==> src/rtl/ctw_defs.vh <==
// constants for the can transceiver mode and wake control block
// assumes 50 mhz i_mclk; included by the single design file
`ifndef CTW_DEFS_VH
`define CTW_DEFS_VH
`define CTW_CLK_MHZ 50
// modes
`define CTW_MODE_OFF 2'h0
`define CTW_MODE_TXRX 2'h1
`define CTW_MODE_RXONLY 2'h2
`define CTW_MODE_SLEEP 2'h3
// slew settings, fastest is default
`define CTW_SLEW_FAST 2'h0
`define CTW_SLEW_MED 2'h1
`define CTW_SLEW_SLOW 2'h2
// times
`define CTW_VALID_PULSE_NS 500
`define CTW_SINGLE_PULSE_NS 2000
`define CTW_WINDOW_US 120
`define CTW_TXD_DOM_US 300
// cycle counts: least times round up
`define CTW_VALID_CYC ((`CTW_VALID_PULSE_NS * `CTW_CLK_MHZ + 999) / 1000 + 1)
`define CTW_SINGLE_CYC ((`CTW_SINGLE_PULSE_NS * `CTW_CLK_MHZ + 999) / 1000)
`define CTW_WINDOW_CYC (`CTW_WINDOW_US * `CTW_CLK_MHZ)
`define CTW_TXD_DOM_CYC (`CTW_TXD_DOM_US * `CTW_CLK_MHZ)
`define CTW_PULSES 2'h3
`define CTW_CNT_W 16
// synchronised pins: txd idles recessive (high), the comparators idle low
`define CTW_NSYNC 3
`define CTW_SYNC_RST 3'h1
`define CTW_PIN_TXD 0
`define CTW_PIN_DIF 1
`define CTW_PIN_WK 2
`endif

==> src/rtl/ctw_can_wake_ctrl.v <==
// can transceiver mode control, slew select, txd dominant timeout, bus wake detect
// assumes digitised bus comparators and host pins asynchronous to i_mclk
//
// Behaviour
// - tx/rx mode: driver and receiver both active
// - receive-only: driver off, receiver on
// - driver enables in normal mode with txd recessive
// - txd high gives recessive drive
// - txd low gives dominant drive
// - rxd high recessive, low dominant
// - three slew settings, fastest by default
// - txd dominant timeout covers twelve bit times
// - sleep: drivers off, inputs grounded, wake receiver
// - bus wake sets flag, pulses interrupt, wakes chip
// - leaving sleep restores recessive bus
// - bus wake can be enabled or disabled
// - default wake needs three valid dominant pulses
// - single-pulse select wakes on 2 us pulse
// - valid pulse over 500 ns, within 120 us
// - split buffer active in tx/rx and receive-only, high-z in sleep and off
// - active modes only with driver supply on
`timescale 1ns/1ns
`default_nettype none
`include "ctw_defs.vh"
module ctw_can_wake_ctrl #(
  parameter [`CTW_CNT_W-1:0] WINDOW_CYC = `CTW_WINDOW_CYC,
  parameter [`CTW_CNT_W-1:0] TXD_DOM_CYC = `CTW_TXD_DOM_CYC
) (
  // clock and reset
  input wire i_mclk,
  input wire i_sys_rst,
  // chip mode and configuration
  input wire i_chip_normal,
  input wire [1:0] i_can_mode,
  input wire [1:0] i_slew_sel,
  input wire i_slew_cfg_valid,
  input wire i_wake_en,
  input wire i_single_pulse_wake_select,
  input wire i_can_supply_on,
  input wire i_wake_flag_clr,
  // host pins and bus comparators
  input wire i_txd,
  input wire i_bus_diff_dom,
  input wire i_wake_rx_dom,
  // outputs
  output reg o_rxd,
  output reg o_drv_en,
  output reg o_drv_dom,
  output reg o_rx_en,
  output reg o_rin_gnd,
  output reg o_split_en,
  output reg o_wake_rx_en,
  output reg [1:0] o_slew,
  output reg o_txd_dom_timeout,
  output reg o_wake_flag,
  output reg o_wake_int,
  output reg o_chip_wake
);
  // mode decode is shared by several outputs, so it lives in functions
  function is_txrx;
    input [1:0] mode;
    input ok;
    begin
      is_txrx = ok & (mode == `CTW_MODE_TXRX);
    end
  endfunction
  function is_rxonly;
    input [1:0] mode;
    input ok;
    begin
      is_rxonly = ok & (mode == `CTW_MODE_RXONLY);
    end
  endfunction
  function is_listen;
    input [1:0] mode;
    input ok;
    begin
      is_listen = is_txrx(mode, ok) | is_rxonly(mode, ok);
    end
  endfunction
  // the sleep code, or any mode without qualification, counts as sleep; a qualified off mode does not
  function is_sleep;
    input [1:0] mode;
    input ok;
    begin
      is_sleep = (mode == `CTW_MODE_SLEEP) | ~ok;
    end
  endfunction

  // three-stage synchronisers; a change counts once stages 2 and 3 agree
  wire [`CTW_NSYNC-1:0] pin_raw = {i_wake_rx_dom, i_bus_diff_dom, i_txd};
  wire [`CTW_NSYNC-1:0] pin_s;
  // txd resets recessive so the driver can arm without a false timeout
  localparam [`CTW_NSYNC-1:0] SYNC_RST = `CTW_SYNC_RST;
  genvar g;
  generate
    for (g = 0; g < `CTW_NSYNC; g = g + 1) begin : g_sync
      reg [2:0] stage_q;
      reg level_q;
      always @(posedge i_mclk) begin
        if (i_sys_rst) begin
          stage_q <= {3{SYNC_RST[g]}};
          level_q <= SYNC_RST[g];
        end else begin
          stage_q <= {stage_q[1:0], pin_raw[g]};
          if (stage_q[1] == stage_q[2]) begin
            level_q <= stage_q[2];
          end
        end
      end
      assign pin_s[g] = level_q;
    end
  endgenerate
  wire txd_s = pin_s[`CTW_PIN_TXD];
  wire dif_s = pin_s[`CTW_PIN_DIF];
  wire wk_s = pin_s[`CTW_PIN_WK];

  // mode qualification
  wire active_ok = i_chip_normal & i_can_supply_on;
  wire m_txrx = is_txrx(i_can_mode, active_ok);
  wire m_listen = is_listen(i_can_mode, active_ok);
  wire m_sleep = is_sleep(i_can_mode, active_ok);

  // driver arms only from recessive txd; the timeout drops it until txd rises
  reg armed_q;
  reg [`CTW_CNT_W-1:0] dom_cnt_q;
  reg to_q;
  always @(posedge i_mclk) begin
    if (i_sys_rst || !m_txrx) begin
      armed_q <= 1'b0;
    end else if (txd_s) begin
      armed_q <= 1'b1;
    end
  end
  // 300 us dominant limit is at least twelve bits at 40 kbaud
  always @(posedge i_mclk) begin
    if (i_sys_rst || !armed_q || txd_s) begin
      dom_cnt_q <= {`CTW_CNT_W{1'b0}};
    end else if (dom_cnt_q != TXD_DOM_CYC) begin
      dom_cnt_q <= dom_cnt_q + 1'b1;
    end
  end
  always @(posedge i_mclk) begin
    if (i_sys_rst || !m_txrx || txd_s) begin
      to_q <= 1'b0;
    end else if (armed_q && dom_cnt_q == TXD_DOM_CYC) begin
      to_q <= 1'b1;
    end
  end

  // wake detection runs only in sleep with wake enabled
  wire wk_on = m_sleep & i_wake_en;
  // pattern count held clear in single-pulse mode, so no stale count carries over
  wire pat_on = wk_on & ~i_single_pulse_wake_select;
  reg wk_prev_q;
  reg [`CTW_CNT_W-1:0] pw_q;
  reg [`CTW_CNT_W-1:0] win_q;
  reg [1:0] npulse_q;
  reg single_done_q;
  wire fall = wk_prev_q & ~wk_s;
  wire valid_end = fall & (pw_q >= `CTW_VALID_CYC);
  wire win_exp = (npulse_q != 2'h0) & (win_q == WINDOW_CYC);
  wire pat_hit = pat_on & valid_end & ~win_exp &
    (npulse_q == `CTW_PULSES - 2'h1);
  wire one_hit = i_single_pulse_wake_select & wk_s & ~single_done_q &
    (pw_q == `CTW_SINGLE_CYC);
  wire wake_evt = wk_on & (pat_hit | one_hit);
  always @(posedge i_mclk) begin
    if (i_sys_rst || !wk_on) begin
      wk_prev_q <= 1'b0;
    end else begin
      wk_prev_q <= wk_s;
    end
  end
  always @(posedge i_mclk) begin
    if (i_sys_rst || !wk_on || !wk_s) begin
      pw_q <= {`CTW_CNT_W{1'b0}};
    end else if (pw_q != {`CTW_CNT_W{1'b1}}) begin
      pw_q <= pw_q + 1'b1;
    end
  end
  // one wake per long pulse
  always @(posedge i_mclk) begin
    if (i_sys_rst || !wk_on || !wk_s) begin
      single_done_q <= 1'b0;
    end else if (one_hit) begin
      single_done_q <= 1'b1;
    end
  end
  // the window opens at the end of the first valid pulse
  always @(posedge i_mclk) begin
    if (i_sys_rst || !pat_on || pat_hit) begin
      npulse_q <= 2'h0;
    end else if (win_exp) begin
      npulse_q <= valid_end ? 2'h1 : 2'h0;
    end else if (valid_end) begin
      npulse_q <= npulse_q + 2'h1;
    end
  end
  always @(posedge i_mclk) begin
    if (i_sys_rst || !pat_on || pat_hit || win_exp) begin
      win_q <= {`CTW_CNT_W{1'b0}};
    end else if (npulse_q != 2'h0) begin
      win_q <= win_q + 1'b1;
    end
  end

  // registered outputs, one process each
  always @(posedge i_mclk) begin
    if (i_sys_rst) begin
      o_rx_en <= 1'b0;
    end else begin
      o_rx_en <= m_listen;
    end
  end

  always @(posedge i_mclk) begin
    if (i_sys_rst) begin
      o_drv_en <= 1'b0;
    end else begin
      o_drv_en <= armed_q & m_txrx & ~to_q;
    end
  end

  // recessive whenever the driver is off, so leaving sleep is recessive
  always @(posedge i_mclk) begin
    if (i_sys_rst) begin
      o_drv_dom <= 1'b0;
    end else begin
      o_drv_dom <= armed_q & m_txrx & ~to_q & ~txd_s;
    end
  end

  always @(posedge i_mclk) begin
    if (i_sys_rst) begin
      o_rxd <= 1'b1;
    end else begin
      o_rxd <= m_listen ? ~dif_s : 1'b1;
    end
  end

  always @(posedge i_mclk) begin
    if (i_sys_rst) begin
      o_rin_gnd <= 1'b1;
    end else begin
      o_rin_gnd <= m_sleep;
    end
  end

  always @(posedge i_mclk) begin
    if (i_sys_rst) begin
      o_split_en <= 1'b0;
    end else begin
      o_split_en <= m_listen;
    end
  end

  always @(posedge i_mclk) begin
    if (i_sys_rst) begin
      o_wake_rx_en <= 1'b0;
    end else begin
      o_wake_rx_en <= wk_on;
    end
  end

  // an unset or reserved code keeps the fastest edge
  always @(posedge i_mclk) begin
    if (i_sys_rst) begin
      o_slew <= `CTW_SLEW_FAST;
    end else begin
      o_slew <= (i_slew_cfg_valid && i_slew_sel <= `CTW_SLEW_SLOW) ? i_slew_sel
        : `CTW_SLEW_FAST;
    end
  end

  always @(posedge i_mclk) begin
    if (i_sys_rst) begin
      o_txd_dom_timeout <= 1'b0;
    end else begin
      o_txd_dom_timeout <= to_q;
    end
  end

  // set wins over clear
  always @(posedge i_mclk) begin
    if (i_sys_rst) begin
      o_wake_flag <= 1'b0;
    end else begin
      o_wake_flag <= wake_evt | (o_wake_flag & ~i_wake_flag_clr);
    end
  end

  always @(posedge i_mclk) begin
    if (i_sys_rst) begin
      o_wake_int <= 1'b0;
    end else begin
      o_wake_int <= wake_evt;
    end
  end

  always @(posedge i_mclk) begin
    if (i_sys_rst) begin
      o_chip_wake <= 1'b0;
    end else begin
      o_chip_wake <= wake_evt & ~i_chip_normal;
    end
  end
endmodule
`default_nettype wire

==> config.mk <==
export PLATFORM = sky130hd
export DESIGN_NAME = ctw_can_wake_ctrl
export DESIGN_NICKNAME = d
export VERILOG_FILES = /design/src/rtl/ctw_can_wake_ctrl.v
export VERILOG_INCLUDE_DIRS = /design/src /design/src/rtl
export SDC_FILE = /design/constraint.sdc
export NUM_CORES = 1
export LEC_CHECK = 0
export ABC_AREA = 1
export BUFFER_PORTS_ARGS = -buffer_cell sky130_fd_sc_hd__buf_2
export CAP_MARGIN = 20
export CORE_ASPECT_RATIO = 0.9
export CORE_MARGIN = 4
export CORE_UTILIZATION = 55
export CTS_CLUSTER_DIAMETER = 150
export DETAILED_ROUTE_END_ITERATION = 8
export PLACE_DENSITY = 0.82
export SYNTH_ARGS = -nofsm -noshare
export SYNTH_HDL_FRONTEND = slang
export SYNTH_SLANG_ARGS = --single-unit
==> constraint.sdc <==
create_clock -name i_mclk -period 2.1 [get_ports i_mclk]
set_input_delay 0.63 -clock i_mclk [delete_from_list [all_inputs] [get_ports i_mclk]]
set_output_delay 0.63 -clock i_mclk [all_outputs]
set_load 0.05 [all_outputs]
# Word-level counts from Yosys, hierarchy flattened
# Cells that the tools add are included.
# totals
register_bits	78
inputBits	15
output_inout_bits	13
word_cells	102
# classes
addsub	4
magnitude_cmp	2
eq_ne	12
muxes	3
bitwise_logic	36
n_reduce_logical	20
# ops
operator	count
$add A16 B1 Y16 const B	3
$and A1 B1 Y1	20
$eq A16 B13 Y1 const B	1
$eq A16 B14 Y1 const B	1
$eq A16 B7 Y1 const B	1
$ge A16 B5 Y1 const B	1
$ne A16 B14 Y1 const B	1
$ne A16 B16 Y1 const B	1
$not A1 Y1	12
$logic_or A1 B1 Y1	9
$eq A2 B2 Y1 const B	3
$logic_not A1 Y1	5
$mux W2	2
$or A1 B1 Y1	4
$reduce_bool A2 Y1	2
$reduce_or A2 Y1	2
$eq A1 B1 Y1	3
$add A2 B1 Y2 const B	1
$eq A2 B1 Y1 const B	1
$le A2 B2 Y1 const B	1
$logic_and A1 B1 Y1	2
$mux W1	1

# Logic depth before layout (Yosys ltp)
# Gate-level depths: netlist of run 1.
# depth
word_depth	11
mapped_depth	12
mapped_depth_nobuf	12

# Worst setup path after synthesis of run 1
# Ideal clock, no wire load.
# synth_timing
path_kind	input to register
from	in i_sys_rst
to	reg dom_cnt_q[11]
setup_time_ps	58
arrival_time_ps	1484
required_ps	2042
setup_slack_ps	559
stages	5
n_path_buf	1
cell_sequence	clkbuf_1 > nor3_4 > inv_1 > a21oi_1 > o21a_1
# synth_via
elab_chain_cells	2
# synth_rtl
item	line	rtl
from (decl)	ctw_can_wake_ctrl.v:31	input wire i_sys_rst,
$logic_or A1 B1 Y1 (2 in series)	ctw_can_wake_ctrl.v:137	if (i_sys_rst || !armed_q || txd_s) begin
to (signal assigned)	ctw_can_wake_ctrl.v:138	dom_cnt_q <= {`CTW_CNT_W{1'b0}};
to (signal assigned)	ctw_can_wake_ctrl.v:140	dom_cnt_q <= dom_cnt_q + 1'b1;
to (decl)	ctw_can_wake_ctrl.v:126	reg [`CTW_CNT_W-1:0] dom_cnt_q;
# No other way between the ends.
# A chain may end at the register's enable or synchronous reset.

# Worst setup path after layout of run 1
# layout_timing
from	reg pw_q[1]
to	reg pw_q[0]
# layout_via
elab_chain_cells	1
# layout_rtl
item	line	rtl
from (decl)	ctw_can_wake_ctrl.v:156	reg [`CTW_CNT_W-1:0] pw_q;
from (signal assigned)	ctw_can_wake_ctrl.v:177	pw_q <= {`CTW_CNT_W{1'b0}};
from (signal assigned)	ctw_can_wake_ctrl.v:179	pw_q <= pw_q + 1'b1;
$ne A16 B16 Y1	ctw_can_wake_ctrl.v:178	end else if (pw_q != {`CTW_CNT_W{1'b1}}) begin
# No other way between the ends.

==> flow_metrics.tcl, run 1 <==
set metrics [dict create \
    outcome "completed" \
    gp_congestion 0.871 \
    cp_data_required_time_ns 2.38 \
    synth_cell_types 37 \
    htreeDepth 3 \
    holdCritPathClass "flip-flop to flip-flop" \
    die_h_um 84.4 \
    yosys.area.top_type_share 0.437 \
    antenna_found_initial 0 \
    drtIter0Drc 70 \
    fin_skew_ns 0.00534 \
    die_x_um 92.9 \
    grt_pass1_vias 2951 \
    synth_nets 509 \
    start_util 0.574 \
    clk_pin_slew_ns 0.08 \
    port_buffers 27 \
    cts_buffer_depth 2 \
    syn_area_um2 3570 \
    crit_type "flip-flop to flip-flop" \
    core-area_um2 6220 \
    vias 3027 \
    cp_max_fo 11 \
    hpwl_mm 5.19 \
    hold_buffers 0 \
    grt_start_max_net_pins 19 \
    rsz0062_at_grt "no" \
    peakVddDrop_mv 0.434 \
    rr_worst_depth 7 \
    fin_crit_ns 1.77 \
    tightest_slew_ns 0.404 \
    cp-end-kind "flip-flop" \
    min_path_cells 2 \
    maxCapViolCount 0 \
    startpoint_type "flip-flop" \
    avgSynthCellArea_um2 7.36 \
    synth_edf_count 0 \
    clk_latency_ns 0.35 \
    cts_buffers 9 \
    remaining_drc_errors 0 \
    viasPerCell 4.95 \
    relSlewSlack 0.730 \
    die_area_um2 7850 \
    ys_dominant_reg_cell "dfxtp_1" \
    clock_sinks 78 \
    ys_seq_area_frac 0.437 \
    timing.final.crit_share 0.842 \
    wl_mm 6.94 \
    ctsResizeCount 0 \
    nNetsFinal 543 \
    synth-warning-count 0 \
    drt.antenna.violating_nets 0 \
    synthArstFlopShare 0 \
    finalPower_mw 2.67 \
    cp.arrival_ns 2.04 \
    io_pins 28 \
    cts_root_buffer "clkbuf_8" \
    grt_use_total 0.196 \
    p_leak_nw 1.65 \
    power.density_nw_per_um2 669 \
    drt-pass1-iter-count 4 \
    overflow 0 \
    rows 27 \
    drive_gt1_frac 0.158 \
    avgRoutedWirePerCell_um 11.4 \
    antenna_cells 0 \
    finalSetupViolCount 0 \
    synthTopCellsByArea "dfxtp_1 44%, nand2_1 10%, inv_1 8.0%, nor2_1 6.4%, a21oi_1 3.2%" \
    area_growth_pct 11.6 \
    postCtsSetupRepairBufs 0 \
    cts_tree "done" \
    fillCellCount 561 \
    synth_top_cell_by_area "dfxtp_1" \
    drv_slew 0 \
    synth_seq_cells 78 \
    fmax_ghz 0.566 \
    grt_pass1_wl_mm 12.5 \
    hold_violations 0 \
    synth_cells 485 \
    fin_setup_tns_ns 0 \
]
[where the power goes]
group          total, mW  leakage [nW]  switching, mW  internal (mW)
clock               1.11        0.0914          0.556          0.550
sequential          1.49         0.630        0.00413           1.49
combinational     0.0672         0.923         0.0456         0.0216
[final timing paths]
kind / slack [ns] / startpoint / end
max: 0.33 / pw_q[1] / pw_q[0]
min: 0.41 / g_sync[1].stage_q[0] / g_sync[1].stage_q[1]
max reg2reg: 0.33 / pw_q[1] / pw_q[0]
min reg2reg: 0.41 / g_sync[1].stage_q[0] / g_sync[1].stage_q[1]
[per-stage QoR]
step | area, um2 | cells | worst slack, ns | hold slack [ns] | utilization
finish | 3990 | 611 | 0.333 | 0.407 | 0.641
global route | 3990 | 611 | 0.0719 | 0.428 | 0.641
CTS | 3990 | 611 | 0.317 | 0.411 | 0.641
detailed placement | 3790 | 595 | 0.315 | 0.397 | 0.609
global placement | 3790 | 595 | 0.411 | 0.391 | 0.609
floorplan | 3570 | 485 | 0.559 | 0.375 | -
[layout make-up]
| type | count | area (um2) | area share |
|---|---|---|---|
| clock buffers | 9 | 124 | 0.0311 |
| repair buffers | 29 | 150 | 0.0377 |
| multi-input cells | 319 | 1660 | 0.416 |
| well taps | 87 | 109 | 0.0273 |
| flip-flops and latches | 78 | 1560 | 0.392 |
| clock inverters | 7 | 75.1 | 0.0188 |
| inverters | 82 | 308 | 0.0772 |
[metal layers]
layer | GRT usage | part of all wire
met5 | 0 | 0
met4 | 0.0746 | 0.024
met3 | 0.0627 | 0.044
met2 | 0.323 | 0.48
met1 | 0.239 | 0.46
[flip-flops by register name, summed over array words and instances, names as in the netlist, 2 cells and up]
register,count
dom_cnt_q,16
g_sync.level_q,2
g_sync.stage_q,9
npulse_q,2
o_slew,2
pw_q,16
win_q,16
[cell families (layout without fill, tap and decap cells)]
family	Yosys count	in the layout	share of synthesized area
buffers and inverters	88	127	0.0981
AOI/OAI and AO/OA	52	52	0.0771
and+or+nand+nor	242	242	0.316
adders and majority gates	9	9	0.0315
xor gates and xnor gates	15	15	0.0368
muxes	1	1	0.00280
DFF	78	78	0.437
[synthesized netlist by cell type (all sizes together), types with 2 or more instances]
library cell	n
nand3b	2
nor3	17
a31oi	5
a21oi	23
buf	4
or2	7
nand3	25
clkbuf	2
nand2	100
nand4	11
nor4	3
dfxtp	78
inv	82
o21ai	20
xor2	10
nor2	77
ha	9
xnor2	5
[worst max-delay path: stages (launching register included)]
cell	delay, ns
dfxtp_1	0.40
ha_1	0.25
nand4_2	0.20
nor2_1	0.17
nand2_1	0.28
inv_2	0.20
nand2_1	0.08
a21oi_1	0.13
[layout by cell type, fill, tap and decap left out, drive strengths merged]
cell type,instances
o21ai,20
nand3b,2
nor3,17
mux2i,1
clkbuf,9
clkinv,3
bufinv,1
or2,7
inv,82
o21a,1
buf,29
nand3,25
dfxtp,78
a31oi,5
nand2,100
nand4,11
a21oi,23
clkinvlp,3
o22ai,1
o21bai,1
ha,9
xnor2,5
nor4,3
xor2,10
a211oi,1
nor2,77
Power figures use the tool's default switching activity.
==> inputs of run 2 (changes only) <==
--- a/config.mk
+++ b/config.mk
@@ -11,10 +11,10 @@
 export CAP_MARGIN = 20
 export CORE_ASPECT_RATIO = 0.9
 export CORE_MARGIN = 4
-export CORE_UTILIZATION = 55
+export CORE_UTILIZATION = 54
 export CTS_CLUSTER_DIAMETER = 150
 export DETAILED_ROUTE_END_ITERATION = 8
-export PLACE_DENSITY = 0.82
+export PLACE_DENSITY = 0.84
 export SYNTH_ARGS = -nofsm -noshare
 export SYNTH_HDL_FRONTEND = slang
 export SYNTH_SLANG_ARGS = --single-unit
==> constraint.sdc (replaced) <==
create_clock -name i_mclk -period 1.53 [get_ports i_mclk]
set_input_delay 0.459 -clock i_mclk [delete_from_list [all_inputs] [get_ports i_mclk]]
set_output_delay 0.459 -clock i_mclk [all_outputs]
set_load 0.05 [all_outputs]
==> run 2 against run 1 <==
Effect of this change: the run now ends with negative setup slack left; setup slack worse by 0.37 ns; utilization grew 6.4 points; wire length grew 24%; maximum frequency up 13%; final cell count up 4.7%; sequential share of layout area shrank 3.4 points; via count rose by 9.5%; power is 37% higher; design area rose by 11%; combinational power grew 58%; critical path type unchanged; critical endpoint is now win_q[7]; highest routed layer unchanged.
==> flow_metrics.tcl, run 2 (synthesis gave the netlist of run 1 again) <==
set metrics [dict create \
    final_cells 640 \
    tightest_slew_ns 0.564 \
    holdCritPathClass "input pin to flip-flop" \
    grt_use_total 0.216 \
    cp_slowest_cell "dfxtp_2" \
    fin_skew_ns 0.0107 \
    avgRoutedWirePerCell_um 13.4 \
    crit_path_cell_trace "inv_1 -> ha_1 -> nand2_1 -> nor2_1 -> nand2_1 -> nor2_2 -> nor2_2 -> nand2_4 -> nand3_4 -> nor2_2" \
    grt_start_max_net_pins 15 \
    timing.critical_path.mode_cell "nor2_2" \
    cts_tree "done" \
    final_common_cell "nand2_1" \
    dp_slack_ns -0.0887 \
    hold_buffers 0 \
    rsz0062_at_grt "yes" \
    fin_crit_ns 1.57 \
    drv_slew 0 \
    timing.final.crit_share 1.02 \
    grt.met3_usage 0.0603 \
    htreeDepth 3 \
    violations "negative setup slack" \
    cp_data_required_time_ns 1.83 \
    cp.arrival_ns 1.86 \
    drt.antenna.violating_nets 0 \
    antenna_cells 0 \
    hold_violations 0 \
    fmax_ghz 0.638 \
    cp_max_fo 8 \
    cp-end-kind "flip-flop" \
    port_buffers 27 \
    peakVddDrop_mv 0.602 \
    clk_pin_slew_ns 0.08 \
    cts_root_buffer "clkbuf_8" \
    clk_latency_ns 0.36 \
    die_h_um 85.1 \
    grt_pass1_wl_mm 13.8 \
    outcome "complete, but fails checks" \
    die_area_um2 7980 \
    dp_cells 616 \
    overflow 0 \
    worst_slack_ns -0.0363 \
    p_leak_nw 1.84 \
    drive_gt1_frac 0.289 \
    die_x_um 93.7 \
    globalRouteMet1Util 0.253 \
    nNetsFinal 573 \
    antenna_found_initial 0 \
    finalSetupViolCount 7 \
    cts_buffer_depth 2 \
    fin_setup_tns_ns -0.139 \
    drt-pass1-iter-count 5 \
    met2_usage 0.368 \
    core-area_um2 6280 \
    power.density_nw_per_um2 825 \
    hpwl_mm 5.52 \
    top_usage_layer "met2" \
    relSlewSlack 0.622 \
    reg_top3 "dom_cnt_q (16), pw_q (16), win_q (16)" \
    clock_sinks 78 \
    layout_common_cells "92 x nand2_1, 71 x inv_1, 64 x dfxtp_1" \
    wl_mm 8.58 \
    grt_pass1_vias 3110 \
    crit_type "flip-flop to flip-flop" \
    fin_area_um2 4430 \
    dpl_cell_area_um2 3940 \
    gp_congestion 0.847 \
    cts_buffers 9 \
    io_pins 28 \
    start_util 0.568 \
    remaining_drc_errors 0 \
    rows 27 \
    slowest_delay_ns 0.34 \
    area_growth_pct 24.1 \
    drtIter0Drc 166 \
    vias 3314 \
    maxCapViolCount 0 \
    viasPerCell 5.18 \
    startpoint_type "flip-flop" \
]
## run 2: worst max-delay path, delay by kind of cell (launching register included)
family / cells / cell delay, ns
buf+inv: 1 / 0.08
fa+ha+maj: 1 / 0.14
flops: 1 / 0.34
simple gates: 8 / 0.95
## run 2: path summary, 6_finish.rpt
check,cells past startpoint,slack (ns),endpoint,startpoint
worst max-delay path,10,-0.04,win_q[7],win_q[0]
worst min register to register,2,0.40,g_sync[1].stage_q[1],g_sync[1].stage_q[0]
worst max register to register,10,-0.04,win_q[7],win_q[0]
worst min-delay path,2,0.28,o_slew[1],i_slew_sel[0]
## run 2: through the flow
stage	hold WS, ns	total power [mW]	util
after floorplan	0.375	2.16	-
after global placement	0.389	2.19	0.628
after detailed placement	0.393	2.20	0.628
after CTS	0.265	3.67	0.669
after global routing	0.275	3.79	0.705
final	0.278	3.65	0.705
## run 2: report_power, final
part	leakage [nW]	internal (mW)	switching, mW
Combinational	1.11	0.0352	0.0703
Sequential	0.638	2.04	0.00520
Clock	0.0952	0.784	0.720
## run 2: area by class of cell
type / instances / area [um2]
clock buffer: 11 / 141
clock inverter: 4 / 47.5
fill: 481 / 1850
inverter: 82 / 310
multi-input combinational: 321 / 1880
sequential: 78 / 1580
tap: 87 / 109
timing repair buffer: 57 / 360
## run 2: repair_timing
action	in CTS	in global routing
pin swaps	7	26
endpoints found under the setup margin	24	43
buffers inserted	0	7
resized for setup	18	52
gates cloned	1	1
## run 2: layer usage
layer  part of all wire  vias to the layer above  wire length [um]
met3              0.051                       26               434
met2               0.52                      100              4450
met4              0.024                        0               206
met5                  0                        -                 0
met1               0.41                     1534              3480
li1                   -                     1654                 -
